### config.mk
export PLATFORM = sky130hd
export DESIGN_NAME = ldrr_route
export DESIGN_NICKNAME = d
export VERILOG_FILES = /design/src/ldrr_pkg.sv /design/src/ldrr_route.sv
export VERILOG_INCLUDE_DIRS = /design/src
export SDC_FILE = /design/constraint.sdc
export NUM_CORES = 1
export LEC_CHECK = 0
export ABC_AREA = 1
export BUFFER_PORTS_ARGS = -buffer_cell sky130_fd_sc_hd__clkbuf_2
export CAP_MARGIN = 20
export CORE_MARGIN = 5
export CORE_UTILIZATION = 30
export DETAILED_ROUTE_END_ITERATION = 6
export PLACE_DENSITY = 0.53
export SYNTH_ARGS = -nofsm -noshare
export SYNTH_HDL_FRONTEND = slang
export SYNTH_SLANG_ARGS = --single-unit
### constraint.sdc
create_clock -name sys_clk -period 2.6 [get_ports sys_clk]
set_clock_uncertainty 0.15 [all_clocks]
set_input_delay 0.13 -clock sys_clk [delete_from_list [all_inputs] [get_ports sys_clk]]
set_output_delay 0.13 -clock sys_clk [all_outputs]
set_load 0.005 [all_outputs]
### src/ldrr_cfg.svh
// constants for the logical device resource routing block
`ifndef LDRR_CFG_SVH
`define LDRR_CFG_SVH
// ------------------------------------------------------------
// configuration indices
// ------------------------------------------------------------
`define LDRR_IDX_ACTIVATE 8'h30
`define LDRR_IDX_BASE_HI 8'h60
`define LDRR_IDX_BASE_LO 8'h61
`define LDRR_IDX_IRQ_SEL 8'h70
`define LDRR_IDX_DMA_SEL 8'h74
// ------------------------------------------------------------
// reset values and ranges
// ------------------------------------------------------------
`define LDRR_IRQ_SEL_RST 8'h00
`define LDRR_DMA_SEL_RST 8'h04
`define LDRR_BASE_RST 8'h00
`define LDRR_BASE_MIN 12'h100
`define LDRR_BASE_MAX8 12'hFF8
`define LDRR_BASE_MAX4 12'hFFC
// ------------------------------------------------------------
// fixed offsets and fixed keyboard addresses
// ------------------------------------------------------------
`define LDRR_ECP_OFS_A 12'h400
`define LDRR_ECP_OFS_B 12'h401
`define LDRR_ECP_OFS_X 12'h402
`define LDRR_KBD_DATA 12'h060
`define LDRR_KBD_CMD 12'h064
// ------------------------------------------------------------
// device bit positions
// ------------------------------------------------------------
`define LDRR_FDC_FLOPPY_DMA_INT_ENABLE_BIT 3
`define LDRR_PP_PARALLEL_INT_ENABLE_BIT 4
`define LDRR_ECR_SVC_BIT 2
`define LDRR_ECR_FLOPPY_DMA_INT_ENABLE_BIT 3
`define LDRR_MCR_AUX_OUTPUT_TWO_BIT 3
`endif

### src/ldrr_pkg.sv
// types for the logical device resource routing block
package ldrr_pkg;
    // logical device slots of this block
    typedef enum logic [2:0] {
        LDRR_DEV_FDC = 3'h0,
        LDRR_DEV_PP = 3'h1,
        LDRR_DEV_SP1 = 3'h2,
        LDRR_DEV_SP2 = 3'h3,
        LDRR_DEV_NONE = 3'h4
    } ldrr_dev_t;
    // one configuration access from the index/data port
    typedef struct packed {
        logic wr;
        logic [2:0] dev;
        logic [7:0] index;
        logic [7:0] data;
    } ldrr_cfg_acc_t;
    // per-device enable bits from inside the logical devices
    typedef struct packed {
        logic fdc_dor_floppy_dma_int_enable;
        logic fdc_powered;
        logic pp_parallel_int_enable;
        logic pp_ecp_mode;
        logic [2:0] pp_ecr_mode;
        logic pp_ecr_svc;
        logic pp_ecr_floppy_dma_int_enable;
        logic [1:0] sp_aux_output_two;
        logic [7:0] sp_ier_low;
        logic sp2_floppy_dma_int_enable;
    } ldrr_dev_en_t;
endpackage

### src/ldrr_route.sv
// logical device base decode and interrupt and dma routing
`timescale 1ns/1ns
`default_nettype none
`include "ldrr_cfg.svh"
module ldrr_route
    import ldrr_pkg::*;
#(
    parameter int NDEV = 4,
    parameter int NIRQ = 16,
    parameter int NDMA = 4
) (
    // clock and reset
    input wire logic sys_clk,
    input wire logic nrst,
    // configuration port
    input wire logic cfg_state,
    input wire logic cfg_strobe,
    input wire ldrr_cfg_acc_t cfg_acc,
    output logic [7:0] cfg_rdata,
    // host address decode
    input wire logic [15:0] host_addr,
    output logic [NDEV-1:0] dev_select,
    output logic [2:0] dev_offset,
    output logic ecp_ext_select,
    output logic [1:0] ecp_ext_reg,
    output logic kbd_data_select,
    output logic kbd_cmd_select,
    output logic pp_epp_allowed,
    // device side enables and requests
    input wire ldrr_dev_en_t dev_en,
    input wire logic serial_irq_mode,
    input wire logic [NDEV-1:0] dev_irq,
    input wire logic [NDEV-1:0] dev_drq,
    input wire logic smi_event,
    // isa side routing pins
    output logic [NIRQ-1:0] irq_out,
    output logic [NIRQ-1:0] irq_oe,
    output logic [NDMA-1:0] dma_request_pins,
    output logic [NDMA-1:0] drq_oe,
    output logic [NDEV-1:0] dev_dack_en,
    output logic system_mgmt_int_n
);
    // ------------------------------------------------------------
    // configuration storage
    // ------------------------------------------------------------
    logic [NDEV-1:0] activate;
    logic [7:0] base_address_high [NDEV];
    logic [7:0] base_address_low [NDEV];
    logic [7:0] interrupt_level_select [NDEV];
    logic [7:0] dma_channel_select [NDEV];
    logic [11:0] base [NDEV];
    logic [NDEV-1:0] base_ok;
    logic [NDEV-1:0] irq_go;
    logic [NDEV-1:0] drq_go;
    logic [NIRQ-1:0] next_irq_out;
    logic [NIRQ-1:0] next_irq_oe;
    logic [NDMA-1:0] next_drq;
    logic [NDMA-1:0] next_drq_oe;
    logic cfg_hit;
    logic [NDEV-1:0] dev_live;

    // level usable on the pins in the present irq mode
    // levels 14 and 15 have no pin behind them and are never driven
    function automatic logic lvl_ok(input logic [3:0] lvl, input logic ser);
        lvl_ok = 1'b0;
        if (lvl != 4'h0 && lvl <= 4'hD) begin
            if (ser) begin
                lvl_ok = 1'b1;
            end else begin
                lvl_ok = (lvl >= 4'h3 && lvl <= 4'h7) || (lvl >= 4'hA && lvl <= 4'hC);
            end
        end
    endfunction

    // dma codes that name a real channel
    function automatic logic chan_ok(input logic [2:0] code);
        chan_ok = code != 3'h0 && code <= 3'h3;
    endfunction

    // only accesses in the configuration state reach the registers
    assign cfg_hit = cfg_state && cfg_strobe && (cfg_acc.dev < 3'(NDEV));

    // one write decode per index, shared by the five configuration registers below
    function automatic logic wr_to(input logic hit, input ldrr_cfg_acc_t acc,
                                   input logic [7:0] idx);
        wr_to = hit && acc.wr && acc.index == idx;
    endfunction

    // activate bit per device; clearing it frees the device's routing
    always_ff @(posedge sys_clk or negedge nrst) begin
        if (!nrst) begin
            activate <= '0;
        end else if (wr_to(cfg_hit, cfg_acc, `LDRR_IDX_ACTIVATE)) begin
            activate[cfg_acc.dev[1:0]] <= cfg_acc.data[0];
        end
    end

    // base high byte; only its low nibble reaches the decode
    always_ff @(posedge sys_clk or negedge nrst) begin
        if (!nrst) begin
            for (int i = 0; i < NDEV; i++) begin
                base_address_high[i] <= `LDRR_BASE_RST;
            end
        end else if (wr_to(cfg_hit, cfg_acc, `LDRR_IDX_BASE_HI)) begin
            base_address_high[cfg_acc.dev[1:0]] <= cfg_acc.data;
        end
    end

    // base low byte
    always_ff @(posedge sys_clk or negedge nrst) begin
        if (!nrst) begin
            for (int i = 0; i < NDEV; i++) begin
                base_address_low[i] <= `LDRR_BASE_RST;
            end
        end else if (wr_to(cfg_hit, cfg_acc, `LDRR_IDX_BASE_LO)) begin
            base_address_low[cfg_acc.dev[1:0]] <= cfg_acc.data;
        end
    end

    // interrupt level select, all eight bits kept for read back
    always_ff @(posedge sys_clk or negedge nrst) begin
        if (!nrst) begin
            for (int i = 0; i < NDEV; i++) begin
                interrupt_level_select[i] <= `LDRR_IRQ_SEL_RST;
            end
        end else if (wr_to(cfg_hit, cfg_acc, `LDRR_IDX_IRQ_SEL)) begin
            interrupt_level_select[cfg_acc.dev[1:0]] <= cfg_acc.data;
        end
    end

    // dma channel select; resets to the inactive code so nothing is claimed
    always_ff @(posedge sys_clk or negedge nrst) begin
        if (!nrst) begin
            for (int i = 0; i < NDEV; i++) begin
                dma_channel_select[i] <= `LDRR_DMA_SEL_RST;
            end
        end else if (wr_to(cfg_hit, cfg_acc, `LDRR_IDX_DMA_SEL)) begin
            dma_channel_select[cfg_acc.dev[1:0]] <= cfg_acc.data;
        end
    end

    // read data is registered; unimplemented indices read zero
    // a read has no side effect, so a repeated read is harmless
    always_ff @(posedge sys_clk or negedge nrst) begin
        if (!nrst) begin
            cfg_rdata <= 8'h00;
        end else if (cfg_hit && !cfg_acc.wr) begin
            case (cfg_acc.index)
                `LDRR_IDX_ACTIVATE: cfg_rdata <= {7'h00, activate[cfg_acc.dev[1:0]]};
                `LDRR_IDX_BASE_HI: cfg_rdata <= base_address_high[cfg_acc.dev[1:0]];
                `LDRR_IDX_BASE_LO: cfg_rdata <= base_address_low[cfg_acc.dev[1:0]];
                `LDRR_IDX_IRQ_SEL: cfg_rdata <= interrupt_level_select[cfg_acc.dev[1:0]];
                `LDRR_IDX_DMA_SEL: cfg_rdata <= dma_channel_select[cfg_acc.dev[1:0]];
                default: cfg_rdata <= 8'h00;
            endcase
        end
    end

    // ------------------------------------------------------------
    // base validity per device
    // ------------------------------------------------------------
    // only twelve bits of base matter, the upper nibble is ignored
    generate
        for (genvar d = 0; d < NDEV; d++) begin : g_base
            assign base[d] = {base_address_high[d][3:0], base_address_low[d]};
            if (d == 1) begin : g_pp
                // parallel port may sit on a 4-byte step
                assign base_ok[d] = base[d] >= `LDRR_BASE_MIN
                    && base[d] <= `LDRR_BASE_MAX4 && base[d][1:0] == 2'b00;
            end else begin : g_other
                assign base_ok[d] = base[d] >= `LDRR_BASE_MIN
                    && base[d] <= `LDRR_BASE_MAX8 && base[d][2:0] == 3'b000;
            end
        end
    endgenerate

    // a device takes part only while active and at a valid base
    assign dev_live = activate & base_ok;

    // ------------------------------------------------------------
    // host address decode
    // ------------------------------------------------------------
    // inactive devices and invalid bases never claim a cycle
    always_comb begin
        dev_select = '0;
        dev_offset = host_addr[2:0];
        for (int d = 0; d < NDEV; d++) begin
            if (dev_live[d]) begin
                if (d == 1 && base[d][2] == 1'b1) begin
                    // 4-byte base: only data, status and control exist
                    dev_select[d] = host_addr[11:2] == base[d][11:2];
                end else begin
                    dev_select[d] = host_addr[11:3] == base[d][11:3];
                end
            end
        end
    end

    // EPP is offered only when bit 2 of the parallel base is clear
    assign pp_epp_allowed = base[1][2] == 1'b0;

    // extended ECP registers above the parallel base
    // offsets wrap within twelve bits, as the host decode does
    always_comb begin
        ecp_ext_select = 1'b0;
        ecp_ext_reg = 2'b00;
        if (dev_live[1]) begin
            if (host_addr[11:0] == 12'(base[1] + `LDRR_ECP_OFS_A)) begin
                ecp_ext_select = 1'b1;
                ecp_ext_reg = 2'b00;
            end else if (host_addr[11:0] == 12'(base[1] + `LDRR_ECP_OFS_B)) begin
                ecp_ext_select = 1'b1;
                ecp_ext_reg = 2'b01;
            end else if (host_addr[11:0] == 12'(base[1] + `LDRR_ECP_OFS_X)) begin
                ecp_ext_select = 1'b1;
                ecp_ext_reg = 2'b10;
            end
        end
    end

    // keyboard unit does not move
    // the relocation registers have no effect on these two decodes
    assign kbd_data_select = host_addr[11:0] == `LDRR_KBD_DATA;
    assign kbd_cmd_select = host_addr[11:0] == `LDRR_KBD_CMD;

    // ------------------------------------------------------------
    // per-device irq and dma enables
    // ------------------------------------------------------------
    always_comb begin
        irq_go = '0;
        drq_go = '0;
        // floppy: output register enable and power both required
        irq_go[0] = dev_en.fdc_dor_floppy_dma_int_enable && dev_en.fdc_powered;
        drq_go[0] = dev_en.fdc_dor_floppy_dma_int_enable && dev_en.fdc_powered;
        // parallel: mode table decides who controls the irq pin
        if (dev_en.pp_ecp_mode) begin
            case (dev_en.pp_ecr_mode)
                3'b010, 3'b011, 3'b110: irq_go[1] = !dev_en.pp_ecr_svc;
                default: irq_go[1] = dev_en.pp_parallel_int_enable && !dev_en.pp_ecr_svc;
            endcase
            drq_go[1] = dev_en.pp_ecr_floppy_dma_int_enable;
        end else begin
            irq_go[1] = dev_en.pp_parallel_int_enable;
            drq_go[1] = 1'b0;
        end
        // serial: any of four enables plus aux output two
        irq_go[2] = |dev_en.sp_ier_low[3:0] && dev_en.sp_aux_output_two[0];
        irq_go[3] = |dev_en.sp_ier_low[7:4] && dev_en.sp_aux_output_two[1];
        drq_go[3] = dev_en.sp2_floppy_dma_int_enable;
    end

    // ------------------------------------------------------------
    // routing onto the pins
    // ------------------------------------------------------------
    // several devices on one line are or-ed; lines nobody owns float
    always_comb begin
        next_irq_out = '0;
        next_irq_oe = '0;
        for (int d = 0; d < NDEV; d++) begin
            if (dev_live[d] && irq_go[d]
                && lvl_ok(interrupt_level_select[d][3:0], serial_irq_mode)) begin
                next_irq_oe[interrupt_level_select[d][3:0]] = 1'b1;
                if (dev_irq[d]) begin
                    next_irq_out[interrupt_level_select[d][3:0]] = 1'b1;
                end
            end
        end
    end

    // dma lines follow the same pattern; codes 0 and 4..7 claim nothing
    always_comb begin
        next_drq = '0;
        next_drq_oe = '0;
        dev_dack_en = '0;
        for (int d = 0; d < NDEV; d++) begin
            if (dev_live[d] && drq_go[d]
                && chan_ok(dma_channel_select[d][2:0])) begin
                next_drq_oe[dma_channel_select[d][1:0]] = 1'b1;
                dev_dack_en[d] = 1'b1;
                if (dev_drq[d]) begin
                    next_drq[dma_channel_select[d][1:0]] = 1'b1;
                end
            end
        end
    end

    // irq pins are registered so that decode glitches never reach the bus
    always_ff @(posedge sys_clk or negedge nrst) begin
        if (!nrst) begin
            irq_out <= '0;
            irq_oe <= '0;
        end else begin
            irq_out <= next_irq_out;
            irq_oe <= next_irq_oe;
        end
    end

    // dma pins registered for the same reason, at the cost of one cycle
    always_ff @(posedge sys_clk or negedge nrst) begin
        if (!nrst) begin
            dma_request_pins <= '0;
            drq_oe <= '0;
        end else begin
            dma_request_pins <= next_drq;
            drq_oe <= next_drq_oe;
        end
    end

    // management interrupt shares IRQ2; software keeps them apart
    // no stretching: a one-cycle event gives a one-cycle low pulse
    always_ff @(posedge sys_clk or negedge nrst) begin
        if (!nrst) begin
            system_mgmt_int_n <= 1'b1;
        end else begin
            system_mgmt_int_n <= !smi_event;
        end
    end
endmodule
`default_nettype wire

# Word-level counts from Yosys, hierarchy flattened
# Cells that the tools add are included.
# totals
ff_bits	181
inputBits	70
out_inout_bits	66
elab_cells	272
# classes
magnitude_cmp	50
bitwise	13
n_eq_ne	18
add_sub_neg	3
n_mux	86
n_reduce_logical	79
# op_table
operator	n
$mux 16	12
$bwmux 32	4
$or 16x16->16	6
$mux 8	9
$bmux 8 s2	4
$logic_and 1x1->1	58
$ge 12x9->1 const B	4
$le 12x12->1 const B	4
$pmux 8 s5	1
$add 12x11->12 const B	3
$eq 12x12->1	3
$eq 9x9->1	4
$mux 4	9
$eq 8x7->1 const B	4
$le 4x4->1 const B	8
$mux 1	32
$eq 12x7->1 const B	2
$lt 4x5->1 const B	4
$demux 1 s4	4
$demux 8 s2	1
$ge 4x1->1 const B	4
$ge 4x2->1 const B	4
$ge 4x4->1 const B	4
$le 4x3->1 const B	4
other kinds (26)	57

# Longest topological paths before layout
# Gate-level depths: netlist of the first run.
# depth
ltp_word	16
ltp_mapped	14
ltp_nobuf	14

# Least setup slack after synthesis of the first run
# No wires, ideal clock.
# synth_timing
path_type	register to output
start	register base_address_low (netlist bit base[25])
end	output ecp_ext_select
arrival_ps	1575
path_stages_with_launch	14
path_buffers	0
setup_slack_ps	745
t_required_ps	2320
path_cell_list	dfrtp_1 -> ha_1 -> nand2_1 -> nor2_1 -> nand2_1 -> nand2_1 -> nand2_1 -> inv_1 -> nand2_1 -> nor2_1 -> nand3_1 -> nand2_1 -> nand2_1 -> nand2_1
# synth_between
elab_chain_cells	6
elab_cells_between_ends	16
classes_between	3 x add/sub; 2 x order compare; 3 x eq/ne; 4 x mux; 1 x bitwise; 3 x reduce/logical
# synth_rtl
element	line	source
from (decl)	ldrr_route.sv:48	logic [7:0] base_address_low [NDEV];
from (signal, indexed assignment)	ldrr_route.sv:113	base_address_low[i] <= `LDRR_BASE_RST;
from (signal, indexed assignment)	ldrr_route.sv:116	base_address_low[cfg_acc.dev[1:0]] <= cfg_acc.data;
$add 12x11->12 (no source line)	-	
$eq 12x12->1	ldrr_route.sv:214	end else if (host_addr[11:0] == 12'(base[1] + `LDRR_ECP_OFS_X)) begin
$mux 1	ldrr_route.sv:214	
$mux 1	ldrr_route.sv:211	end else if (host_addr[11:0] == 12'(base[1] + `LDRR_ECP_OFS_B)) begin
$mux 1	ldrr_route.sv:208	if (host_addr[11:0] == 12'(base[1] + `LDRR_ECP_OFS_A)) begin
$mux 1 (*)	ldrr_route.sv:207	if (dev_live[1]) begin
to (decl)	ldrr_route.sv:24	output logic ecp_ext_select,
# Mark *: on every way between the ends. The rest lies on a longest branch, timed or not.

# Worst setup path in the final report of the first run
# Ends and elaborated chain as after synthesis.

==> results of run 1 <==
## how the worst max path moves through the flow
stage / end / slack [ns]
5_1_grt: ecp_ext_select / -0.02
4_1_cts: ecp_ext_select / -0.003
3_3_place_gp: ecp_ext_select / 0.29
2_1_floorplan: ecp_ext_select / 0.75
6_report: ecp_ext_select / 0.12
3_5_place_dp: ecp_ext_select / 0.27
## power by group through the flow
stage	sequential, mW	clock, mW	combinational, mW
after floorplan	2.90	0	0.197
after global placement	2.91	0	0.429
after detailed placement	2.91	0	0.430
final	2.86	2.64	0.447
after global routing	2.86	2.81	0.497
after CTS	2.85	2.69	0.450
## routing by layer
layer  track usage, %  vias to the layer above  wire length (um)
met1             26.1                     4658             16800
met3             3.42                       34              1950
li1                 -                     4899                 -
met2             27.0                      296             15000
met5                0                        -                27
met4             3.88                        4               454
## worst min-delay path: cells and delay by family
kind                   cells  cell delay (ns)
and+or+nand+nor            3             0.17
buffers and inverters      2             0.27
## flip-flops by register name, summed over array words and instances (netlist names)
| name | count |
|---|---|
| dma_channel_select | 32 |
| drq_oe | 4 |
| interrupt_level_select | 32 |
| irq_oe | 16 |
| system_mgmt_int_n | 1 |
| base | 48 |
| cfg_rdata | 8 |
| activate | 4 |
| base_address_high | 16 |
| irq_out | 16 |
| dma_request_pins | 4 |
## logic make-up (layout without fill, tap and decap cells)
group	after synthesis	after routing	share of synthesized area (%)
other	1	9	0.0364
buffers and inverters	213	361	8.49
adders and majority gates	6	6	0.728
and+or+nand+nor	754	754	31.1
xor gates and xnor gates	35	35	2.97
AOI/OAI and AO/OA	237	237	12.7
DFF	181	181	44.0
## timing repair
action,in CTS,in global routing
pin swaps,0,6
setup buffers,2,7
resized for setup,7,22
endpoints found under the hold margin,122,0
setup endpoints to repair,5,7
hold buffers,15,0
## layout make-up
type / count / area share [%]
clock buffers: 21 / 3.71
clock inverters: 11 / 1.01
inverters: 143 / 4.36
multi-input cells: 1041 / 40.4
flip-flops and latches: 181 / 36.6
well taps: 455 / 4.59
repair buffers: 186 / 9.33
## placed cells by master, fill, tap and decap left out, types with 13 or more instances in the layout
master / n
nand4_1: 38
nand3_1: 98
dfrtp_1: 170
nand2_1: 426
clkbuf_16: 17
inv_1: 137
clkbuf_2: 128
xor2_1: 13
o21ai_0: 162
nor2_1: 141
buf_4: 39
dlygate4sd3_1: 15
xnor2_1: 22
o22ai_1: 31
==> results.md, run 1 <==
* Slowest cell delay on critical path at 0.46 ns
* EDFF count, synth at 0
* CTS clk-pin slew, worst paths at 0.07 ns
* Area of the multi-input gates at 5010 um2
* H-tree depth at 4
* Worst r2r src: base[36]
* Sequential fraction of design power at 48.1%
* GRT Overall Usage at 17.7%
* Initial antenna violation count at 2
* Worst setup SP type: flop
* Crit path time final at 2.48 ns
* Num ports at 136
* Hold slack at 0.0207 ns
* Most frequent cell after synthesis: nand2_1
* Placed Cells at 1982
* Clock power share at 44.4%
* Syn Std Cell Area at 10300 um2
* Final Max Tran Viols at 0
* Crit Path Class: reg2out
* Final WL at 34.2 mm
* Synth warn at 0
* Drt first-iter violations at 756
* Max cap viols at 0
* Nets at 1646
* Beginning of the critical path: base[25]
* Commonest cells in the netlist: nand2_1, dfrtp_1, o21ai_0
* Worst R2R End: dma_request_pins[3]
* Die footprint at 38200 um2
* Seq cells post-synth at 181
* Leak at 6.07 nW
* Pre-antenna DRT Iters at 5
* Max Clk Rate at 0.404 GHz
* Crit-path most repeated cell: nand2_1
* Mapped Avg Cell Area at 7.23 um2
* First-pass GRT wire length at 53.8 mm
* Setup-failing EPs final at 0
* Port bufs at 129
* Slowest cell on the critical path: dfrtp_2
* Fillers at 3663
* Peak VDD IR at 447 uV
* Req. time, crit path at 2.32 ns
* Total gr overflow at 0
* Die width at 195 um
* Largest net degree at the start of global routing at 83
* Worst Tran Pin Value at 0.903 ns
* Overall power at 5.94 mW
* Unrepaired setup endpoints after global routing: true
* Sequential area share after synthesis at 44.0%
* CTS Sinks at 181
* Ys flop type: dfrtp_1
* Worst setup margin at 0.123 ns
* Status: completed
* Placeable Area at 34200 um2
* Hold depth at 5
* Detailed Place HPWL at 25.4 mm
* Vias in the first global route at 9462
* Final hold violation count at 0
* Ys async rst share at 100%
* Sw Ratio at 25.1%
* # rows at 68
* Area contributors post-synth: dfrtp_1, nand2_1, o21ai_0, nor2_1, inv_1
* Design area at 12400 um2
* Crit. path cell count at 11
* Non-Filler Instances at 2038
* Die height at 195 um
* RePlAce Congestion at 0.918
* Clock buffer depth at 2
* Unique masters post-synth at 43
* Combinational share of power at 7.5%
* Pre-CTS setup slack at 0.272 ns
* Drt via density at 4.85
* Layout cell share with drive strength beyond 1 at 15.7%
* Worst path cell trace: ha_4, xnor2_1, nand2_1, nor2_2, o21ai_1, nor2_1, nand2_1, nor2_1, nand3_1, nand2_1, clkbuf_2
* Detailed-route via count at 9891
* Storage cell area at 4540 um2
* Number of buffers created by CTS at 17
* Synth area leader: dfrtp_1
* Post-route ant nets at 0
* CTS root buffer: clkbuf_16
* WL/cell at 16.8 um
* HP Class: in2reg
* Syn-to-layout area delta at 20.3%
* Fin crit share at 95.3%
* CTS tree: done
* Fin Setup TNS at 0 ns
* Worst R2R Setup Slack at 0.32 ns
* Max transition margin at 39.7%
* P_sw at 1.49 mW
* Crit-path max FO at 5
* Clk_lat worst skew at 0.44 ns
* Synth Instances at 1427
* CP top delay family: simple AND/OR/NAND/NOR gates
* Drt drc at 0
* Worst hold start: cfg_acc[19]
* CP Buf/Inv Count at 1
* R2R depth at 10
* Initial Util at 30.2%
* Final Util at 36.3%
* WHS Endpoint: cfg_rdata[1]
* Synth top area share at 42.7%
* Antenna cell count at 0
* DP Area at 11500 um2
* P_int at 4.45 mW
* Pwr/cell area at 479 nW/um2
* Crit. End Element: primary output
* Critical Path AT at 2.20 ns
No activity file was read; power rests on OpenSTA's default activity.
==> inputs of run 2 (changes only) <==
--- a/config.mk
+++ b/config.mk
@@ -6,13 +6,12 @@
 export SDC_FILE = /design/constraint.sdc
 export NUM_CORES = 1
 export LEC_CHECK = 0
-export ABC_AREA = 1
 export BUFFER_PORTS_ARGS = -buffer_cell sky130_fd_sc_hd__clkbuf_2
 export CAP_MARGIN = 20
 export CORE_MARGIN = 5
-export CORE_UTILIZATION = 30
+export CORE_UTILIZATION = 55
 export DETAILED_ROUTE_END_ITERATION = 6
-export PLACE_DENSITY = 0.53
+export PLACE_DENSITY = 0.83
 export SYNTH_ARGS = -nofsm -noshare
 export SYNTH_HDL_FRONTEND = slang
 export SYNTH_SLANG_ARGS = --single-unit
==> run 2 against run 1 <==
The run now ends with negative setup slack left. Global-route usage rose by 9.3 points. Flip-flop and latch count unchanged. Critical path depth decreased by 3. Largest cell class unchanged. Non-clock buffer count grew 14. Core utilization increased by 30 points. Hold slack improved by 0.012 ns. Area after synthesis down 1.7%. Power is 1.7% lower. First-iteration DRC count grew 55%. Final area decreased by 3.0%.
==> results.md, run 2 <==
* Initial antenna violation count at 0 (-2)
* WL/cell at 22.4 um (+34%)
* Num ports at 136 (unchanged)
* Simple-gate share of the synthesized area at 14.3% (-17 points)
* Reg with most FFs: base
* Worst Tran Pin Value at 0.623 ns (-0.280 ns)
* Port bufs at 129 (unchanged)
* First-pass GRT wire length at 45.6 mm (-15%)
* P_int at 4.39 mW (-1.3%)
* Syn-to-layout area delta at 18.7%
* Sequential fraction of design power at 49.4% (+1.3 points)
* Syn Std Cell Area at 10100 um2 (-1.7%)
* CTS clk-pin slew, worst paths at 0.07 ns (about the same)
* XOR/XNOR Fraction of Synth Area at 4.23% (+1.3 points)
* Worst r2r src: base[31]
* Unique masters post-synth at 76 (+77%)
* Drt first-iter violations at 1174 (+55%)
* Final WL at 28.8 mm (-16%)
* Detailed Place HPWL at 20.5 mm (-19%)
* Worst R2R End: irq_oe[1]
* Clk_lat worst skew at 0.44 ns (about the same)
* Number of buffers created by CTS at 17 (unchanged)
* Total gr overflow at 0 (unchanged)
* Largest family of logic cells by synthesized area: multiplexers
* Synth area leader: dfrtp_1
* Status: finished, violations left
* CTS tree: done
* Clock buffer depth at 2 (unchanged)
* Req. time, crit path at 2.32 ns (about the same)
* Placeable Area at 18100 um2 (-47%)
* Synth Instances at 886 (-38%)
* Crit-path max FO at 5 (unchanged)
* RePlAce Congestion at 0.933 (+1.6%)
* Initial Util at 56.1% (+26 points)
* Most common cell after layout, fill and taps aside: dfrtp_1
* Commonest cells in the netlist: dfrtp_1, mux2_2, nand2_1
* Seq cells post-synth at 181 (unchanged)
* Pwr/cell area at 485 nW/um2 (+1.3%)
* Number of flip-flops in the largest register at 48 (unchanged)
* Peak VDD IR at 475 uV (+6.4%)
* Overall power at 5.84 mW (-1.7%)
* Synth Area in Compound Gates at 9.85% (-2.8 points)
* Max cap viols at 0 (unchanged)
* Most frequent cell after synthesis: dfrtp_1
* Final Max Tran Viols at 0 (unchanged)
* Clock power share at 43.1% (-1.3 points)
* Die width at 146 um (-25%)
* R2R depth at 8 (-2)
* Ys flop type: dfrtp_1
* Crit path time final at 2.90 ns (+0.419 ns)
* Regs by FF count: base: 48 flops, dma_channel_select: 32 flops, interrupt_level_select: 32 flops
* Detailed-route via count at 8263 (-16%)
* Synth Area in Adders at 0.617% (-0.11 points)
* Synth top area share at 43.4% (+0.74 points)
* Combinational share of power at 7.5% (about the same)
* H-tree depth at 4 (unchanged)
* Drt via density at 6.45 (+33%)
* GRT Overall Usage at 27.0% (+9.3 points)
* Critical Path AT at 2.62 ns (+0.42 ns)
* Layout cell share with drive strength beyond 1 at 40.3% (+25 points)
* Final hold violation count at 0 (unchanged)
* Drt drc at 0 (unchanged)
* Storage cell area at 4540 um2 (-0.14%)
* Max Clk Rate at 0.345 GHz (-14%)
* Area of the multi-input gates at 5330 um2 (+6.2%)
* CTS root buffer: clkbuf_16
* Worst R2R Setup Slack at 0.10 ns (-0.22 ns)
* Setup-failing EPs final at 4 (+4)
* Die footprint at 21300 um2 (-44%)
* Pre-antenna DRT Iters at 5 (unchanged)
* Die height at 146 um (-25%)
* Sw Ratio at 24.9% (-0.30 points)
* # rows at 49 (-28%)
* Post-route ant nets at 0 (unchanged)
* Failing checks: negative setup slack
* Nets at 1115 (-32%)
* Largest net degree at the start of global routing at 66 (-20%)
* Ys async rst share at 100% (unchanged)
* HP Class: in2reg
* Area contributors post-synth: dfrtp_1, mux2_2, mux4_2, xor2_1, o211ai_1
* Antenna cell count at 0 (unchanged)
* CTS Sinks at 181 (unchanged)
* Worst hold start: dev_en[11]
* Most frequent cells in the layout: dfrtp_1, mux2_2, clkbuf_2
* Fillers at 1301 (-64%)
* Vias in the first global route at 8070 (-15%)
* Max transition margin at 58.2% (+18 points)
* EDFF count, synth at 0 (unchanged)
* P_sw at 1.45 mW (-2.9%)
* Unrepaired setup endpoints after global routing: true
* Worst setup margin at -0.296 ns (-0.419 ns)
* Mapped Avg Cell Area at 11.4 um2 (+58%)
* Synth warn at 0 (unchanged)
* Post-synthesis mux area share at 22.1% (+22 points)
* Sequential area share after synthesis at 44.7% (+0.76 points)
* Worst setup SP type: flop
* Leak at 5.66 nW (-6.7%)
* Fin crit share at 111% (+16 points)
* Fin Setup TNS at -0.722 ns (-0.722 ns)
* Crit. End Element: primary output
* Crit Path Class: reg2out
* Worst Setup EP: ecp_ext_select
* Beginning of the critical path: base[25]
==> run 2: cell count changes after synthesis, sizes merged, moves of 17 or more <==
cell    delta
o22ai     -27
mux4      +33
xor2      +17
o211ai    +24
nand2    -382
nand3     -70
o21ai    -155
inv      -125
nor2     -111
nand4     -26
mux2     +132
==> run 2: kinds of logic (layout without fill, tap and decap cells) <==
family                   count (synthesis)  in the layout
AO/OA/AOI/OAI                          132            132
flip-flops                             181            181
buffers and inverters                   89            248
AND/OR/NAND/NOR                        263            263
other                                    1              9
adder cells (fa/ha/maj)                  5              5
multiplexers                           166            166
XOR/XNOR                                49             49
==> run 2: metrics by stage <==
| stage | util [%] | instances | area (um2) | worst slack [ns] | hold slack (ns) |
|---|---|---|---|---|---|
| after detailed placement | 62.0 | 1233 | 11200 | 0.0613 | 0.0122 |
| after CTS | 66.0 | 1279 | 11900 | -0.291 | 0.0151 |
| final | 66.6 | 1282 | 12000 | -0.296 | 0.0329 |
| after global routing | 66.6 | 1282 | 12000 | -0.377 | 0.0522 |
| after global placement | 62.0 | 1233 | 11200 | 0.118 | 0.00862 |
| after floorplan | - | 894 | 10200 | 0.311 | -0.316 |
==> run 2: worst min-delay path by stage <==
| stage | end | cells past startpoint |
|---|---|---|
| 5_1_grt | cfg_rdata[3] | 4 |
| 6_report | drq_oe[3] | 4 |
| 2_1_floorplan | activate[0] | 0 |
| 3_5_place_dp | drq_oe[2] | 1 |
| 4_1_cts | drq_oe[3] | 4 |
| 3_3_place_gp | drq_oe[2] | 1 |
==> run 2: critical path, stage by stage, from the launching register on <==
cell and delay [ns]:
dfrtp_1 0.45, ha_1 0.26, and2_1 0.22, a211o_1 0.31, a31oi_1 0.26, nor3b_2 0.07, o2111a_2 0.16, a311o_1 0.32
buf_2 0.13
==> run 2: per-layer routing <==
layer  track usage [%]  up-vias  routed length [um]
li1                  -     3612                   -
met1              38.1     4067               11600
met2              43.0      528               14000
met3              5.23       56                2740
met4              7.26        0                 490
met5                 0        -                   0
==> run 2: final cells by class <==
class | count | share of cell area (%)
multi-input cells | 624 | 44.2
flip-flops and latches | 181 | 37.7
repair buffers | 200 | 10.5
clock buffers | 20 | 3.71
well taps | 229 | 2.38
clock inverters | 12 | 0.998
inverters | 16 | 0.499
==> run 2: what timing repair did <==
action / CTS / global route
setup buffers: 5 / 4
pin swaps: 6 / 7
hold buffers: 9 / 0
setup endpoints to repair: 6 / 30
hold endpoints to repair: 76 / 0
gates resized for setup: 9 / 19
==> run 2: power groups by stage <==
| stage | registers [mW] | clock network (mW) | logic, mW |
|---|---|---|---|
| floorplan | 2.93 | 0 | 0.194 |
| global placement | 2.93 | 0 | 0.414 |
| detailed placement | 2.93 | 0 | 0.419 |
| CTS | 2.88 | 2.53 | 0.435 |
| global route | 2.88 | 2.65 | 0.479 |
| finish | 2.88 | 2.52 | 0.440 |
